===== src/core/tss_pkg.sv =====
/*
 * Constants, register layout and state codes for the touch scan sequencer.
 * Assumes a 250 MHz system clock; the panel oscillator rate is a plain default.
 */
package tss_pkg;
    // AXI4-Lite map, byte addresses
    localparam int ADDR_W = 8;
    localparam logic [7:0] OFF_X = 8'h00;
    localparam logic [7:0] OFF_Y = 8'h04;
    localparam logic [7:0] OFF_Z1 = 8'h08;
    localparam logic [7:0] OFF_Z2 = 8'h0c;
    localparam logic [7:0] OFF_CTRL = 8'h10;
    localparam logic [7:0] OFF_TIME = 8'h14;
    localparam logic [7:0] OFF_STAT = 8'h18;
    localparam logic [1:0] RESP_OKAY = 2'b00;
    localparam logic [1:0] RESP_SLVERR = 2'b10;

    // Control register fields
    localparam int CTRL_AUTO_BIT = 0;
    localparam int FUNC_LSB = 3;
    localparam int FUNC_MSB = 6;
    localparam int CTRL_PENFN_BIT = 7;
    localparam int CTRL_RES12_BIT = 8;
    localparam int MED_LSB = 9;
    localparam int AVG_LSB = 11;
    localparam logic [31:0] CTRL_RESET = 32'h000001f8;
    localparam logic [3:0] FUNC_XYZ = 4'h0;
    localparam logic [3:0] FUNC_XY = 4'h1;

    // Timing register fields, intervals in oscillator cycles
    localparam int PVS_LSB = 0;
    localparam int PRE_LSB = 8;
    localparam int SNS_LSB = 16;
    localparam logic [31:0] TIME_RESET = 32'h00040404;

    // Status register bits
    localparam int STAT_BUSY_BIT = 0;
    localparam int STAT_PEN_BIT = 1;
    localparam int STAT_DAV_BIT = 2;

    // Oscillator derived from the system clock; counts are in half oscillator cycles
    localparam int CLK_PERIOD_NS = 4;
    localparam int OSC_PERIOD_NS = 100;
    localparam int HALF_OSC_CYC = OSC_PERIOD_NS / (2 * CLK_PERIOD_NS);
    localparam logic [11:0] ADC_HALF_OSC = 12'h002;
    localparam logic [11:0] OH1_HALF = 12'h005;
    localparam logic [11:0] OH2_HALF = 12'h007;
    localparam logic [11:0] OH_DLY1_HALF = 12'h014;
    localparam logic [11:0] CONVERSION_OVERHEAD_HALF = 12'h006;

    // Preprocessing delay in oscillator cycles, 12-bit / 10-bit
    localparam logic [5:0] PPRO_M1 = 6'd2;
    localparam logic [5:0] PPRO_M3_12 = 6'd28;
    localparam logic [5:0] PPRO_M3_10 = 6'd24;
    localparam logic [5:0] PPRO_M7W3_12 = 6'd31;
    localparam logic [5:0] PPRO_M7W3_10 = 6'd27;
    localparam logic [5:0] PPRO_M15W1_12 = 6'd31;
    localparam logic [5:0] PPRO_M15W1_10 = 6'd29;
    localparam logic [5:0] PPRO_M15W3_12 = 6'd34;
    localparam logic [5:0] PPRO_M15W3_10 = 6'd32;
    localparam logic [5:0] PPRO_M15W7_12 = 6'd38;
    localparam logic [5:0] PPRO_M15W7_10 = 6'd36;
    localparam int MAX_SAMP = 16;

    typedef enum logic [2:0] {
        ST_IDLE = 3'b000,
        ST_OVH = 3'b001,
        ST_SETTLE = 3'b010,
        ST_CONV = 3'b011,
        ST_PPRO = 3'b100
    } tss_state_t;

    typedef enum logic [1:0] {
        CO_Y = 2'b00,
        CO_X = 2'b01,
        CO_Z1 = 2'b10,
        CO_Z2 = 2'b11
    } tss_coord_t;
endpackage : tss_pkg


===== src/core/tss_core.sv =====
/*
 * Touch scan sequencer: AXI4-Lite register slave, scan state machine,
 * converter timing and median/average filter, all in one module.
 * Assumes pen_touch and adc_result are synchronous to aclk and that the
 * converter result is valid whenever adc_sample pulses.
 */
// Added by the designer: the register addresses and the AXI4-Lite interface to the registers.
// Summary of operation
// - Function code 0000 is X-Y-Z scan, 0001 is X-Y scan, bits 6:3.
// - Pen touch pulls the interrupt pin low when configured for pen use.
// - Self-initiated mode runs the chosen scan after a touch without host action.
// - Scan start enables Y drivers, waits stabilization, then converts Y.
// - With preprocessing, several conversions per coordinate are filtered to one.
// - Filtered Y is held in a temporary register, not the result register.
// - X is driven and measured only if the pen is still down after Y.
// - X-Y scan ends after X and loads both result registers.
// - X-Y-Z scan goes on to measure Z1 and Z2 the same way.
// - X, Y, Z1 and Z2 load together once all four exist.
// - X-Y scan has two settle phases and two conversion groups.
// - X-Y scan starts with 2.5 oscillator cycles of overhead.
// - Each settle phase adds ten oscillator cycles beyond the intervals.
// - Each conversion takes B+2 converter clocks plus three oscillator cycles.
// - Conversions per coordinate equal N; both fields 00 bypass with N one.
// - Preprocessing delay follows median size, average width and resolution.
// - X-Y-Z scan starts with 3.5 cycles, three settles, four conversion groups.
// - Host-initiated mode only flags the touch until the command arrives.
// - Results sit right-justified, upper bits read zero.
`timescale 1ns/1ps
module tss_core
    import tss_pkg::*;
(
    input wire logic aclk,
    input wire logic aresetn,
    input wire logic [7:0] s_axi_awaddr,
    input wire logic s_axi_awvalid,
    output logic s_axi_awready,
    input wire logic [31:0] s_axi_wdata,
    input wire logic [3:0] s_axi_wstrb,
    input wire logic s_axi_wvalid,
    output logic s_axi_wready,
    output logic [1:0] s_axi_bresp,
    output logic s_axi_bvalid,
    input wire logic s_axi_bready,
    input wire logic [7:0] s_axi_araddr,
    input wire logic s_axi_arvalid,
    output logic s_axi_arready,
    output logic [31:0] s_axi_rdata,
    output logic [1:0] s_axi_rresp,
    output logic s_axi_rvalid,
    input wire logic s_axi_rready,
    input wire logic pen_touch,
    input wire logic [11:0] adc_result,
    output logic drive_y,
    output logic drive_x,
    output logic drive_z,
    output logic adc_power,
    output logic adc_sample,
    output logic adc_res12,
    output logic pen_irq_dataready_pin_n
);
    import tss_pkg::*;

    logic [31:0] ctrl;
    logic [31:0] timing;
    logic [11:0] res_x, res_y, res_z1, res_z2;
    logic [11:0] tmp_x, tmp_y, tmp_z1;
    logic data_avail;
    logic host_start;
    logic aw_hold, w_hold;
    logic [7:0] aw_addr_q;
    logic [31:0] w_data_q;
    logic [3:0] w_strb_q;
    logic wr_fire, rd_fire;
    tss_state_t state;
    tss_coord_t coord;
    logic scan_xyz;
    logic [1:0] cfg_med, cfg_avg;
    logic cfg_res12;
    logic [11:0] tcnt;
    logic [7:0] hcnt;
    logic tick;
    logic timer_done;
    logic [4:0] sidx, ridx;
    logic [16:0] fsum;
    logic [11:0] samp [0:MAX_SAMP-1];
    logic [4:0] n_cnt, w_len, sel_lo, rank;
    logic [5:0] ppro_osc;
    logic [11:0] settle_half, conv_half, ppro_half;
    logic [11:0] filt_val;
    logic [11:0] adc_val;
    logic self_start, go;
    logic [3:0] ctrl_func;

    assign ctrl_func = ctrl[FUNC_MSB:FUNC_LSB];

    // Half oscillator tick from the system clock
    always_ff @(posedge aclk)
    begin
        if (!aresetn || hcnt == 8'(HALF_OSC_CYC - 1))
            hcnt <= 8'h00;
        else
            hcnt <= hcnt + 8'h01;
    end
    assign tick = (hcnt == 8'(HALF_OSC_CYC - 1));
    assign timer_done = (tcnt == 12'h000);

    // Filter shape: median size M, average width W and N from the latched codes
    always_comb
    begin
        unique case (cfg_med)
            2'b00: n_cnt = 5'd1;
            2'b01: n_cnt = 5'd3;
            2'b10: n_cnt = 5'd7;
            default: n_cnt = 5'd15;
        endcase
        if (cfg_med == 2'b00)
        begin
            // Plain averaging: W of 1, 4, 8 or 16, N equals W
            unique case (cfg_avg)
                2'b00: w_len = 5'd1;
                2'b01: w_len = 5'd4;
                2'b10: w_len = 5'd8;
                default: w_len = 5'd16;
            endcase
            n_cnt = w_len;
        end
        else
        begin
            unique case (cfg_avg)
                2'b00: w_len = 5'd1;
                2'b01: w_len = 5'd3;
                default: w_len = 5'd7;
            endcase
            // A window wider than the median set is clamped to it
            if (w_len > n_cnt)
                w_len = n_cnt;
        end
        sel_lo = 5'((n_cnt - w_len) >> 1);
    end

    // Preprocessing delay lookup
    always_comb
    begin
        if (cfg_med == 2'b00)
            ppro_osc = PPRO_M1;
        else if (cfg_med == 2'b11)
        begin
            if (w_len == 5'd1)
                ppro_osc = cfg_res12 ? PPRO_M15W1_12 : PPRO_M15W1_10;
            else if (w_len == 5'd3)
                ppro_osc = cfg_res12 ? PPRO_M15W3_12 : PPRO_M15W3_10;
            else
                ppro_osc = cfg_res12 ? PPRO_M15W7_12 : PPRO_M15W7_10;
        end
        else if (cfg_med == 2'b10 && w_len != 5'd1)
            ppro_osc = cfg_res12 ? PPRO_M7W3_12 : PPRO_M7W3_10;
        else
            ppro_osc = cfg_res12 ? PPRO_M3_12 : PPRO_M3_10;
    end

    // Phase lengths in half oscillator cycles
    always_comb
    begin
        settle_half = 12'({4'h0, timing[PVS_LSB +: 8]} + {4'h0, timing[PRE_LSB +: 8]}
            + {4'h0, timing[SNS_LSB +: 8]}) << 1;
        settle_half = settle_half + OH_DLY1_HALF;
        conv_half = 12'((cfg_res12 ? 12'd14 : 12'd12) * ADC_HALF_OSC) + CONVERSION_OVERHEAD_HALF;
        ppro_half = {5'h00, ppro_osc, 1'b0};
    end

    // Rank of the sample under test among the N held; ties broken by index
    always_comb
    begin
        rank = 5'd0;
        for (int j = 0; j < MAX_SAMP; j++)
        begin
            if (5'(j) < n_cnt && (samp[j] < samp[ridx[3:0]]
                || (samp[j] == samp[ridx[3:0]] && 5'(j) < ridx)))
                rank = rank + 5'd1;
        end
    end

    // Average of the W samples ranked around the median
    assign filt_val = 12'(fsum / {12'h000, w_len});
    assign adc_val = cfg_res12 ? adc_result : {2'b00, adc_result[9:0]};

    // Start conditions: own start on touch, or host command
    assign self_start = ctrl[CTRL_AUTO_BIT] && pen_touch
        && (ctrl_func == FUNC_XYZ || ctrl_func == FUNC_XY);
    assign go = (state == ST_IDLE) && (self_start || host_start);

    // Scan sequencer
    always_ff @(posedge aclk)
    begin
        if (!aresetn)
        begin
            state <= ST_IDLE;
            coord <= CO_Y;
            scan_xyz <= 1'b0;
            cfg_med <= 2'b00;
            cfg_avg <= 2'b00;
            cfg_res12 <= 1'b1;
            tcnt <= 12'h000;
            sidx <= 5'd0;
            ridx <= 5'd0;
            fsum <= 17'h00000;
        end
        else
        begin
            if (tick && !timer_done)
                tcnt <= tcnt - 12'h001;
            unique case (state)
                ST_IDLE:
                begin
                    if (go)
                    begin
                        state <= ST_OVH;
                        coord <= CO_Y;
                        scan_xyz <= (ctrl_func == FUNC_XYZ);
                        cfg_med <= ctrl[MED_LSB +: 2];
                        cfg_avg <= ctrl[AVG_LSB +: 2];
                        cfg_res12 <= ctrl[CTRL_RES12_BIT];
                        tcnt <= (ctrl_func == FUNC_XYZ) ? OH2_HALF : OH1_HALF;
                    end
                end
                ST_OVH:
                begin
                    if (timer_done)
                    begin
                        state <= ST_SETTLE;
                        tcnt <= settle_half;
                    end
                end
                ST_SETTLE:
                begin
                    if (timer_done)
                    begin
                        state <= ST_CONV;
                        sidx <= 5'd0;
                        tcnt <= conv_half;
                    end
                end
                ST_CONV:
                begin
                    if (timer_done)
                    begin
                        if (sidx == n_cnt - 5'd1)
                        begin
                            state <= ST_PPRO;
                            ridx <= 5'd0;
                            fsum <= 17'h00000;
                            tcnt <= ppro_half;
                        end
                        else
                        begin
                            sidx <= sidx + 5'd1;
                            tcnt <= conv_half;
                        end
                    end
                end
                ST_PPRO:
                begin
                    if (ridx != n_cnt)
                    begin
                        ridx <= ridx + 5'd1;
                        if (rank >= sel_lo && rank < sel_lo + w_len)
                            fsum <= fsum + {5'h00, samp[ridx[3:0]]};
                    end
                    else if (timer_done)
                    begin
                        // Next coordinate only while the pen stays down
                        unique case (coord)
                            CO_Y:
                            begin
                                state <= pen_touch ? ST_SETTLE : ST_IDLE;
                                coord <= CO_X;
                                tcnt <= settle_half;
                            end
                            CO_X:
                            begin
                                state <= (scan_xyz && pen_touch) ? ST_SETTLE : ST_IDLE;
                                coord <= CO_Z1;
                                tcnt <= settle_half;
                            end
                            CO_Z1:
                            begin
                                // Z2 shares the Z1 drive, so no further settle
                                state <= pen_touch ? ST_CONV : ST_IDLE;
                                coord <= CO_Z2;
                                sidx <= 5'd0;
                                tcnt <= conv_half;
                            end
                            CO_Z2:
                            begin
                                state <= ST_IDLE;
                                coord <= CO_Y;
                            end
                        endcase
                    end
                end
                default:
                    state <= ST_IDLE;
            endcase
        end
    end

    // Sample capture at the end of each conversion
    always_ff @(posedge aclk)
    begin
        if (!aresetn)
        begin
            for (int i = 0; i < MAX_SAMP; i++)
                samp[i] <= 12'h000;
        end
        else if (state == ST_CONV && timer_done)
            samp[sidx[3:0]] <= adc_val;
    end

    // Temporary holding and joint loading of results
    always_ff @(posedge aclk)
    begin
        if (!aresetn)
        begin
            tmp_x <= 12'h000;
            tmp_y <= 12'h000;
            tmp_z1 <= 12'h000;
            res_x <= 12'h000;
            res_y <= 12'h000;
            res_z1 <= 12'h000;
            res_z2 <= 12'h000;
        end
        else if (state == ST_PPRO && ridx == n_cnt && timer_done)
        begin
            unique case (coord)
                CO_Y: tmp_y <= filt_val;
                CO_X:
                begin
                    tmp_x <= filt_val;
                    if (!scan_xyz)
                    begin
                        res_x <= filt_val;
                        res_y <= tmp_y;
                    end
                end
                CO_Z1: tmp_z1 <= filt_val;
                CO_Z2:
                begin
                    res_x <= tmp_x;
                    res_y <= tmp_y;
                    res_z1 <= tmp_z1;
                    res_z2 <= filt_val;
                end
            endcase
        end
    end

    // Analog side controls
    assign drive_y = (state != ST_IDLE) && (coord == CO_Y);
    assign drive_x = (state != ST_IDLE) && (coord == CO_X);
    assign drive_z = (state != ST_IDLE) && (coord == CO_Z1 || coord == CO_Z2);
    assign adc_power = (state == ST_CONV);
    assign adc_sample = (state == ST_CONV) && timer_done;
    assign adc_res12 = cfg_res12;

    // Data-available flag; a new load wins over a status read
    always_ff @(posedge aclk)
    begin
        if (!aresetn)
            data_avail <= 1'b0;
        else if (state == ST_PPRO && ridx == n_cnt && timer_done
            && (coord == CO_Z2 || (coord == CO_X && !scan_xyz)))
            data_avail <= 1'b1;
        else if (rd_fire && s_axi_araddr == OFF_STAT)
            data_avail <= 1'b0;
    end

    // Pin shows pen touch or data ready, active low
    always_ff @(posedge aclk)
    begin
        if (!aresetn)
            pen_irq_dataready_pin_n <= 1'b1;
        else if (ctrl[CTRL_PENFN_BIT])
            pen_irq_dataready_pin_n <= !pen_touch;
        else
            pen_irq_dataready_pin_n <= !data_avail;
    end

    // AXI write channels, address and data taken in either order
    assign s_axi_awready = !aw_hold && !s_axi_bvalid;
    assign s_axi_wready = !w_hold && !s_axi_bvalid;
    assign wr_fire = aw_hold && w_hold;

    always_ff @(posedge aclk)
    begin
        if (!aresetn)
        begin
            aw_hold <= 1'b0;
            w_hold <= 1'b0;
            aw_addr_q <= 8'h00;
            w_data_q <= 32'h00000000;
            w_strb_q <= 4'h0;
            s_axi_bvalid <= 1'b0;
            s_axi_bresp <= RESP_OKAY;
        end
        else
        begin
            if (s_axi_awvalid && s_axi_awready)
            begin
                aw_hold <= 1'b1;
                aw_addr_q <= s_axi_awaddr;
            end
            if (s_axi_wvalid && s_axi_wready)
            begin
                w_hold <= 1'b1;
                w_data_q <= s_axi_wdata;
                w_strb_q <= s_axi_wstrb;
            end
            if (wr_fire)
            begin
                aw_hold <= 1'b0;
                w_hold <= 1'b0;
                s_axi_bvalid <= 1'b1;
                unique case (aw_addr_q)
                    OFF_X, OFF_Y, OFF_Z1, OFF_Z2, OFF_CTRL, OFF_TIME, OFF_STAT:
                        s_axi_bresp <= RESP_OKAY;
                    default: s_axi_bresp <= RESP_SLVERR;
                endcase
            end
            else if (s_axi_bready)
                s_axi_bvalid <= 1'b0;
        end
    end

    // Writable registers with byte strobes; a scan function write raises a host start
    always_ff @(posedge aclk)
    begin
        if (!aresetn)
        begin
            ctrl <= CTRL_RESET;
            timing <= TIME_RESET;
            host_start <= 1'b0;
        end
        else
        begin
            if (go)
                host_start <= 1'b0;
            if (wr_fire && aw_addr_q == OFF_CTRL)
            begin
                for (int b = 0; b < 4; b++)
                    if (w_strb_q[b])
                        ctrl[b*8 +: 8] <= w_data_q[b*8 +: 8];
                // Only honoured while idle and with autoscan off
                if (w_strb_q[0] && !w_data_q[CTRL_AUTO_BIT] && state == ST_IDLE
                    && (w_data_q[FUNC_MSB:FUNC_LSB] == FUNC_XYZ
                    || w_data_q[FUNC_MSB:FUNC_LSB] == FUNC_XY))
                    host_start <= 1'b1;
            end
            if (wr_fire && aw_addr_q == OFF_TIME)
            begin
                for (int b = 0; b < 4; b++)
                    if (w_strb_q[b])
                        timing[b*8 +: 8] <= w_data_q[b*8 +: 8];
            end
        end
    end

    // AXI read channel, one cycle answer
    assign s_axi_arready = !s_axi_rvalid;
    assign rd_fire = s_axi_arvalid && s_axi_arready;

    always_ff @(posedge aclk)
    begin
        if (!aresetn)
        begin
            s_axi_rvalid <= 1'b0;
            s_axi_rdata <= 32'h00000000;
            s_axi_rresp <= RESP_OKAY;
        end
        else if (rd_fire)
        begin
            s_axi_rvalid <= 1'b1;
            s_axi_rresp <= RESP_OKAY;
            unique case (s_axi_araddr)
                OFF_X: s_axi_rdata <= {20'h00000, res_x};
                OFF_Y: s_axi_rdata <= {20'h00000, res_y};
                OFF_Z1: s_axi_rdata <= {20'h00000, res_z1};
                OFF_Z2: s_axi_rdata <= {20'h00000, res_z2};
                OFF_CTRL: s_axi_rdata <= ctrl;
                OFF_TIME: s_axi_rdata <= timing;
                OFF_STAT: s_axi_rdata <= {29'h00000000, data_avail, pen_touch, state != ST_IDLE};
                default:
                begin
                    s_axi_rdata <= 32'h00000000;
                    s_axi_rresp <= RESP_SLVERR;
                end
            endcase
        end
        else if (s_axi_rready)
            s_axi_rvalid <= 1'b0;
    end
endmodule : tss_core


===== config.mk =====
export PLATFORM = sky130hd
export DESIGN_NAME = tss_core
export DESIGN_NICKNAME = d
export VERILOG_FILES = /design/src/core/tss_pkg.sv /design/src/core/tss_core.sv
export SDC_FILE = /design/constraint.sdc
export NUM_CORES = 2
export LEC_CHECK = 0
export BUFFER_PORTS_ARGS = -buffer_cell sky130_fd_sc_hd__buf_2
export CORE_ASPECT_RATIO = 2
export CORE_MARGIN = 2
export CORE_UTILIZATION = 35
export DETAILED_ROUTE_END_ITERATION = 8
export GPL_TIMING_DRIVEN = 0
export PLACE_DENSITY = 0.55
export REMOVE_ABC_BUFFERS = 1
export SYNTH_ARGS = -nofsm -noshare
export SYNTH_HDL_FRONTEND = slang
export SYNTH_SLANG_ARGS = --single-unit
export TNS_END_PERCENT = 5

===== constraint.sdc =====
create_clock -name aclk -period 45.1 [get_ports aclk]
set_clock_uncertainty 0.05 [all_clocks]
set_input_delay 6.765 -clock aclk [delete_from_list [all_inputs] [get_ports aclk]]
set_output_delay 6.765 -clock aclk [all_outputs]
set_load 0.05 [all_outputs]

# ---- Word-level counts from Yosys, hierarchy flattened
# Memories as Yosys holds them, arrays and structs flattened. A register that Yosys moved wholly into a read port is not among the register bits.
# Index checks and enable logic that the tools add are counted.
dict set report classes {
  add_sub_neg 27
  mul 0
  div_mod_pow 1
  magnitude_cmp 51
  eq_ne 61
  shift 0
  muxes 105
  n_bitwise 1
  reduce_logical 132
}
# cell count
set ops {}
lappend ops {{one-hot mux 32 bit (7 select lines)} 1}
lappend ops {{== test 12 bit} 16}
lappend ops {{< comparator 12 bit} 16}
lappend ops {{two-way mux 5 bit} 28}
lappend ops {{two-way mux 12 bit} 11}
lappend ops {{adder 5 x 1 -> 5 bit, second input constant} 17}
lappend ops {{< comparator 4 x 5 -> 1 bit, first input constant} 16}
lappend ops {{one-hot mux 12 bit (2 select lines)} 3}
lappend ops {{two-way mux 17 bit} 4}
lappend ops {{one-hot mux 12 bit (5 select lines)} 1}
lappend ops {{logical AND 1 bit} 59}
lappend ops {{== test 8 x 5 -> 1 bit, second input constant} 6}
lappend ops {{== test 8 x 4 -> 1 bit, second input constant} 5}
lappend ops {{< comparator 3 x 5 -> 1 bit, first input constant} 8}
lappend ops {{one-hot mux 17 bit (2 select lines)} 1}
lappend ops {{two-way mux 3 bit} 11}
lappend ops {{one-hot mux 5 bit (3 select lines)} 2}
lappend ops {{two-way mux 2 bit} 13}
lappend ops {{AND reduction 2 bit} 13}
lappend ops {{logical OR 1 bit} 22}
lappend ops {{< comparator 1 x 5 -> 1 bit, first input constant} 4}
lappend ops {{< comparator 2 x 5 -> 1 bit, first input constant} 4}
lappend ops {{two-way mux 6 bit} 3}
lappend ops {{!= test 2 bit, second input constant} 9}
lappend ops {{other kinds (53)} 105}
dict set report totals {
  regBits 293
  latch_bits 0
  mem_bits_rw 192
  rom_bits 0
  out_inout_bits 48
  mem_count 1
}
# name depth word_bits rd rd_clocked_by_memory_dff write_ports line
set memory_table {}
lappend memory_table {samp 16 12 17 1 16 tss_core.sv:85} ;# logic [11:0] samp [0:MAX_SAMP-1];

# ---- Depth between registers and ports, before layout
dict set report logic_depth {
  depth_word 41
  ltp_mapped 167
  mapped_depth_nobuf 158
}

# ---- Worst setup path before layout
# No wires, ideal clock.
dict set report synth_path {
  path_type {reg-to-reg}
  startpoint {reg cfg_med[0]}
  endpoint {reg res_z2[0]}
  arrival_ps 31307
  setup_slack_ps 13609
  path_stages_with_launch 156
  path_buffers 10
  period_less_slack_ps 31491
  cell_sequence {dfxtp_1 > clkbuf_1 > nor2_1 > inv_1 > ha_1 > nand2_1 > o21a_1 > nand2_1 > nand2_1 > nand2_1 > ha_1 > or3_1 > a41o_1 > ha_1 > nor2_1 > a211oi_2 > mux2i_1 > inv_1 > (+120 left out) > o21ai_0 > nor2b_1 > o311ai_0 > nor3_1 > nand4_1 > nor3_1 > clkbuf_1 > mux2i_1 > ha_1 > a21oi_1 > nor2b_1 > o21ai_0 > nand2b_1 > a221oi_1 > o2111ai_1 > a211o_1 > nor3_2 > a211oi_1}
}
dict set report synth_between {
  elab_chain_len 7
  word_cells_on_any_way 13
  classes_between {div: 1; order compare: 1; eq/ne: 3; mux: 4; reduce/logical: 4}
}
# element line
set synth_rtl {}
lappend synth_rtl {{start, declared} tss_core.sv:77} ;# logic [1:0] cfg_med, cfg_avg;
lappend synth_rtl {{start signal, assigned} tss_core.sv:220} ;# cfg_med <= ctrl[MED_LSB +: 2];
lappend synth_rtl {{parallel branches: the longest is 7 deep, another holds divider 17 x 5 -> 17 bit} --}
lappend synth_rtl {{end signal, assigned} tss_core.sv:351} ;# res_z2 <= filt_val;
lappend synth_rtl {{end, declared} tss_core.sv:65} ;# logic [11:0] res_x, res_y, res_z1, res_z2;
# Parallel ways; which one is timed is not known.
# A chain may end at the register's enable or synchronous reset.

# ---- Worst setup path after layout
dict set report layout_path {
  startpoint {reg cfg_med[1]}
  endpoint {reg tmp_z1[0]}
}
dict set report layout_between {
  elab_chain_len 7
  word_cells_on_any_way 13
  classes_between {div: 1; order compare: 1; eq/ne: 3; mux: 4; reduce/logical: 4}
}
# element line
set layout_rtl {}
lappend layout_rtl {{parallel branches: the longest is 7 deep, another holds divider 17 x 5 -> 17 bit} --}
lappend layout_rtl {{end signal, assigned} tss_core.sv:345} ;# CO_Z1: tmp_z1 <= filt_val;
lappend layout_rtl {{end, declared} tss_core.sv:66} ;# logic [11:0] tmp_x, tmp_y, tmp_z1;
# Parallel ways; which one is timed is not known.

==> metrics.cfg <==
[sta]
maxSlewViolCount = 0
finalWorstSetupSlack_ns = 4.38
setup-violations-final = 0
timing.final.crit_share = 0.903
timing.slew.headroom = 0.0697
unrepaired_setup_endpoints_after_global_routing = false
worstMarginPinSlew_ns = 1.40
setup-tns-final_ns = 0
max_freq_mhz = 24.6
final_hold_viols = 0
final_layout_worst_hold_slack_ns = 0.393
final.min_clock_period_ns = 40.72

[cells_and_area]
fillCellCount = 9619
area_growth_pct = 10.5
fin_nets = 4108
drive_gt1_frac = 0.107

[synth]
synth_sequential_area_ratio = 0.350
ys_ff_latch = 487
yosysTopAreaCellShare = 0.177
synth-edff-count = 192
post_synth_main_area_contributors = sky130_fd_sc_hd__dfxtp_1, sky130_fd_sc_hd__edfxtp_1, sky130_fd_sc_hd__ha_1
post_synth_most_frequent_cells = sky130_fd_sc_hd__nor2_1, sky130_fd_sc_hd__nand2_1, sky130_fd_sc_hd__ha_1
post-synth-top-count-cell = sky130_fd_sc_hd__nor2_1
syn_area_sq_mm = 0.0333
synth_top_area_cell = sky130_fd_sc_hd__dfxtp_1
ys.flop_type = sky130_fd_sc_hd__dfxtp_1
yosys_warnings = 0
synthCells = 3674
synth.distinct_cells = 117
synthesis.area_per_instance_sq_um = 9.07
post_synthesis_async_set_or_reset_flop_share = 0

[place]
buffer_ports.inserted = 117
gp_routability_congestion = 0.886
placement.setup.worst_slack_ns = 4.80
detailedPlacementHpwl_um = 74500

[setup_path]
worst-endpoint-arrival_ns = 41.13
timing.critical_path.required_ns = 45.51
cp_slowest_stage_delay_ns = 1.06
worstPathMaxFanout = 16
timing.critical_path.slowest_stage_cell = sky130_fd_sc_hd__nor3_2
critical_path.endpoint_type = register
cp_common_cell = sky130_fd_sc_hd__o21a_1
type_of_the_worst_setup_path = register to register
startpoint_type = register

[clocking]
cts_tree = done
cts_post_setup_buffers_inserted = 0
number_of_h_tree_levels = 2
worstSkewPairLatency_ns = 0.63
clk_pin_slew_worst_paths_ns = 0.07
cts_buffers = 49
holdBufCountCts = 0
cts-root-buf = sky130_fd_sc_hd__clkbuf_16
tritoncts_num_sinks = 487
post_cts_resized = 0
cts-root-to-sink-buffers = 3

[die]
die_h_um = 440
die_area_sq_mm = 0.0978
ioPinCount = 120
start_util = 0.352
floorplan_die_width_um = 222
core-area_sq_mm = 0.0947
placement_rows = 160

[global_route]
grt_pass1_vias = 27222
globalRouteOverflowTotal = 0
grt_antenna_before_repair = 2
groute.usage.overall = 0.206
maximum_number_of_pins_on_one_net_before_global_route_repair = 160
wire_length_of_the_first_global_routing_pass_um = 158000

[routing]
routed_via_density = 5.67
num_vias = 28108
remaining_drc_errors = 0
avgRoutedWirePerCell_um = 20.7
antenna_left = 0
wl_um = 103000
detail_route.first_pass.iterations = 8
drt_iter0_markers = 2094

[flow_run]
maxCapViolCount = 0

[status]
run_status = finished, final reports clean

[min_path]
min-delay-path-class = register to register

[worst max-delay path, delay by kind of cell (launching register included)]
family	cells	cell delay, ns
adder cells (fa/ha/maj)	17	5.06
flip-flops	1	0.46
AO/OA/AOI/OAI	73	19.16
multiplexers	6	1.88
buffers and inverters	3	1.00
AND/OR/NAND/NOR	48	12.84
[metrics by stage]
step | instances | utilization | cell area (sq um)
2_1_floorplan | 3510 | - | 32700
3_3_place_gp | 4842 | 0.367 | 34800
3_5_place_dp | 4859 | 0.371 | 35100
4_1_cts | 4951 | 0.389 | 36800
5_1_grt | 4951 | 0.389 | 36800
6_report | 4953 | 0.389 | 36800
[cell type report]
class | instances | area, sq um | share of cell area
antenna | 2 | 5.00 | 0.000136
clock buffer | 61 | 1350 | 0.0367
clock inverter | 31 | 364 | 0.00989
timing repair buffer | 134 | 857 | 0.0233
inverter | 102 | 390 | 0.0106
multi-input combinational | 2921 | 20700 | 0.561
sequential | 487 | 11700 | 0.317
tap | 1215 | 1520 | 0.0413
[cell families (layout without fill, tap and decap cells)]
group | Yosys count | count (layout) | synth area share
compound gates | 880 | 880 | 0.176
mux | 157 | 157 | 0.0718
simple gates | 1412 | 1412 | 0.206
xor+xnor | 129 | 129 | 0.0341
fa+ha+maj | 341 | 341 | 0.131
flops | 487 | 487 | 0.350
buf+inv | 267 | 328 | 0.0312
other cells | 1 | 4 | 0.000113
[registers in the layout (all words and copies together), names as in the netlist, 3 cells and up, named ones only]
| name | cells |
|---|---|
| timing | 32 |
| hcnt | 8 |
| fsum | 17 |
| s_axi_rdata | 32 |
| aw_addr_q | 8 |
| samp | 192 |
| w_strb_q | 4 |
| w_data_q | 32 |
| res_z2 | 12 |
| tmp_z1 | 12 |
| tcnt | 12 |
| tmp_x | 12 |
| ctrl | 32 |
| res_y | 12 |
| res_z1 | 12 |
| ridx | 5 |
| res_x | 12 |
| sidx | 5 |
| state | 3 |
| tmp_y | 12 |
[layer usage]
metal	up-vias	wire [um]	global-route usage	part of all wire
met1	13660	45300	0.270	0.44
met5	-	9	0	0.000088
met3	168	5440	0.0288	0.053
met4	2	4120	0.0811	0.040
met2	761	47800	0.341	0.47
li1	13517	-	-	-
[worst paths after layout]
| path | slack [ns] | cells past startpoint | end | start |
|---|---|---|---|---|
| min reg2reg | 0.39 | 2 | res_y[3] | tmp_y[3] |
| max | 4.38 | 147 | tmp_z1[0] | cfg_med[1] |
| min | 0.39 | 2 | res_y[3] | tmp_y[3] |
| max reg2reg | 4.38 | 147 | tmp_z1[0] | cfg_med[1] |
[cell usage in the layout (no fill, tap or decap), types with 35 or more instances in the layout]
| cell | n |
|---|---|
| sky130_fd_sc_hd__a31oi_1 | 35 |
| sky130_fd_sc_hd__nand3_1 | 85 |
| sky130_fd_sc_hd__a21o_1 | 83 |
| sky130_fd_sc_hd__buf_2 | 117 |
| sky130_fd_sc_hd__nor2_1 | 387 |
| sky130_fd_sc_hd__o21ai_0 | 106 |
| sky130_fd_sc_hd__nand2_1 | 376 |
| sky130_fd_sc_hd__o21a_1 | 46 |
| sky130_fd_sc_hd__a21oi_1 | 288 |
| sky130_fd_sc_hd__and2_1 | 178 |
| sky130_fd_sc_hd__mux4_2 | 60 |
| sky130_fd_sc_hd__a22oi_1 | 71 |
| sky130_fd_sc_hd__nand2b_1 | 47 |
| sky130_fd_sc_hd__nor2b_1 | 48 |
| sky130_fd_sc_hd__edfxtp_1 | 192 |
| sky130_fd_sc_hd__xor2_1 | 50 |
| sky130_fd_sc_hd__mux2i_1 | 61 |
| sky130_fd_sc_hd__a211oi_1 | 67 |
| sky130_fd_sc_hd__nor3_1 | 85 |
| sky130_fd_sc_hd__inv_1 | 98 |
| sky130_fd_sc_hd__nand4_1 | 73 |
| sky130_fd_sc_hd__clkbuf_16 | 49 |
| sky130_fd_sc_hd__xnor2_1 | 78 |
| sky130_fd_sc_hd__dfxtp_1 | 293 |
| sky130_fd_sc_hd__ha_1 | 330 |
Power is not shown: default switching activity piles up to over one toggle a cycle in this logic, so the estimate is an artifact.
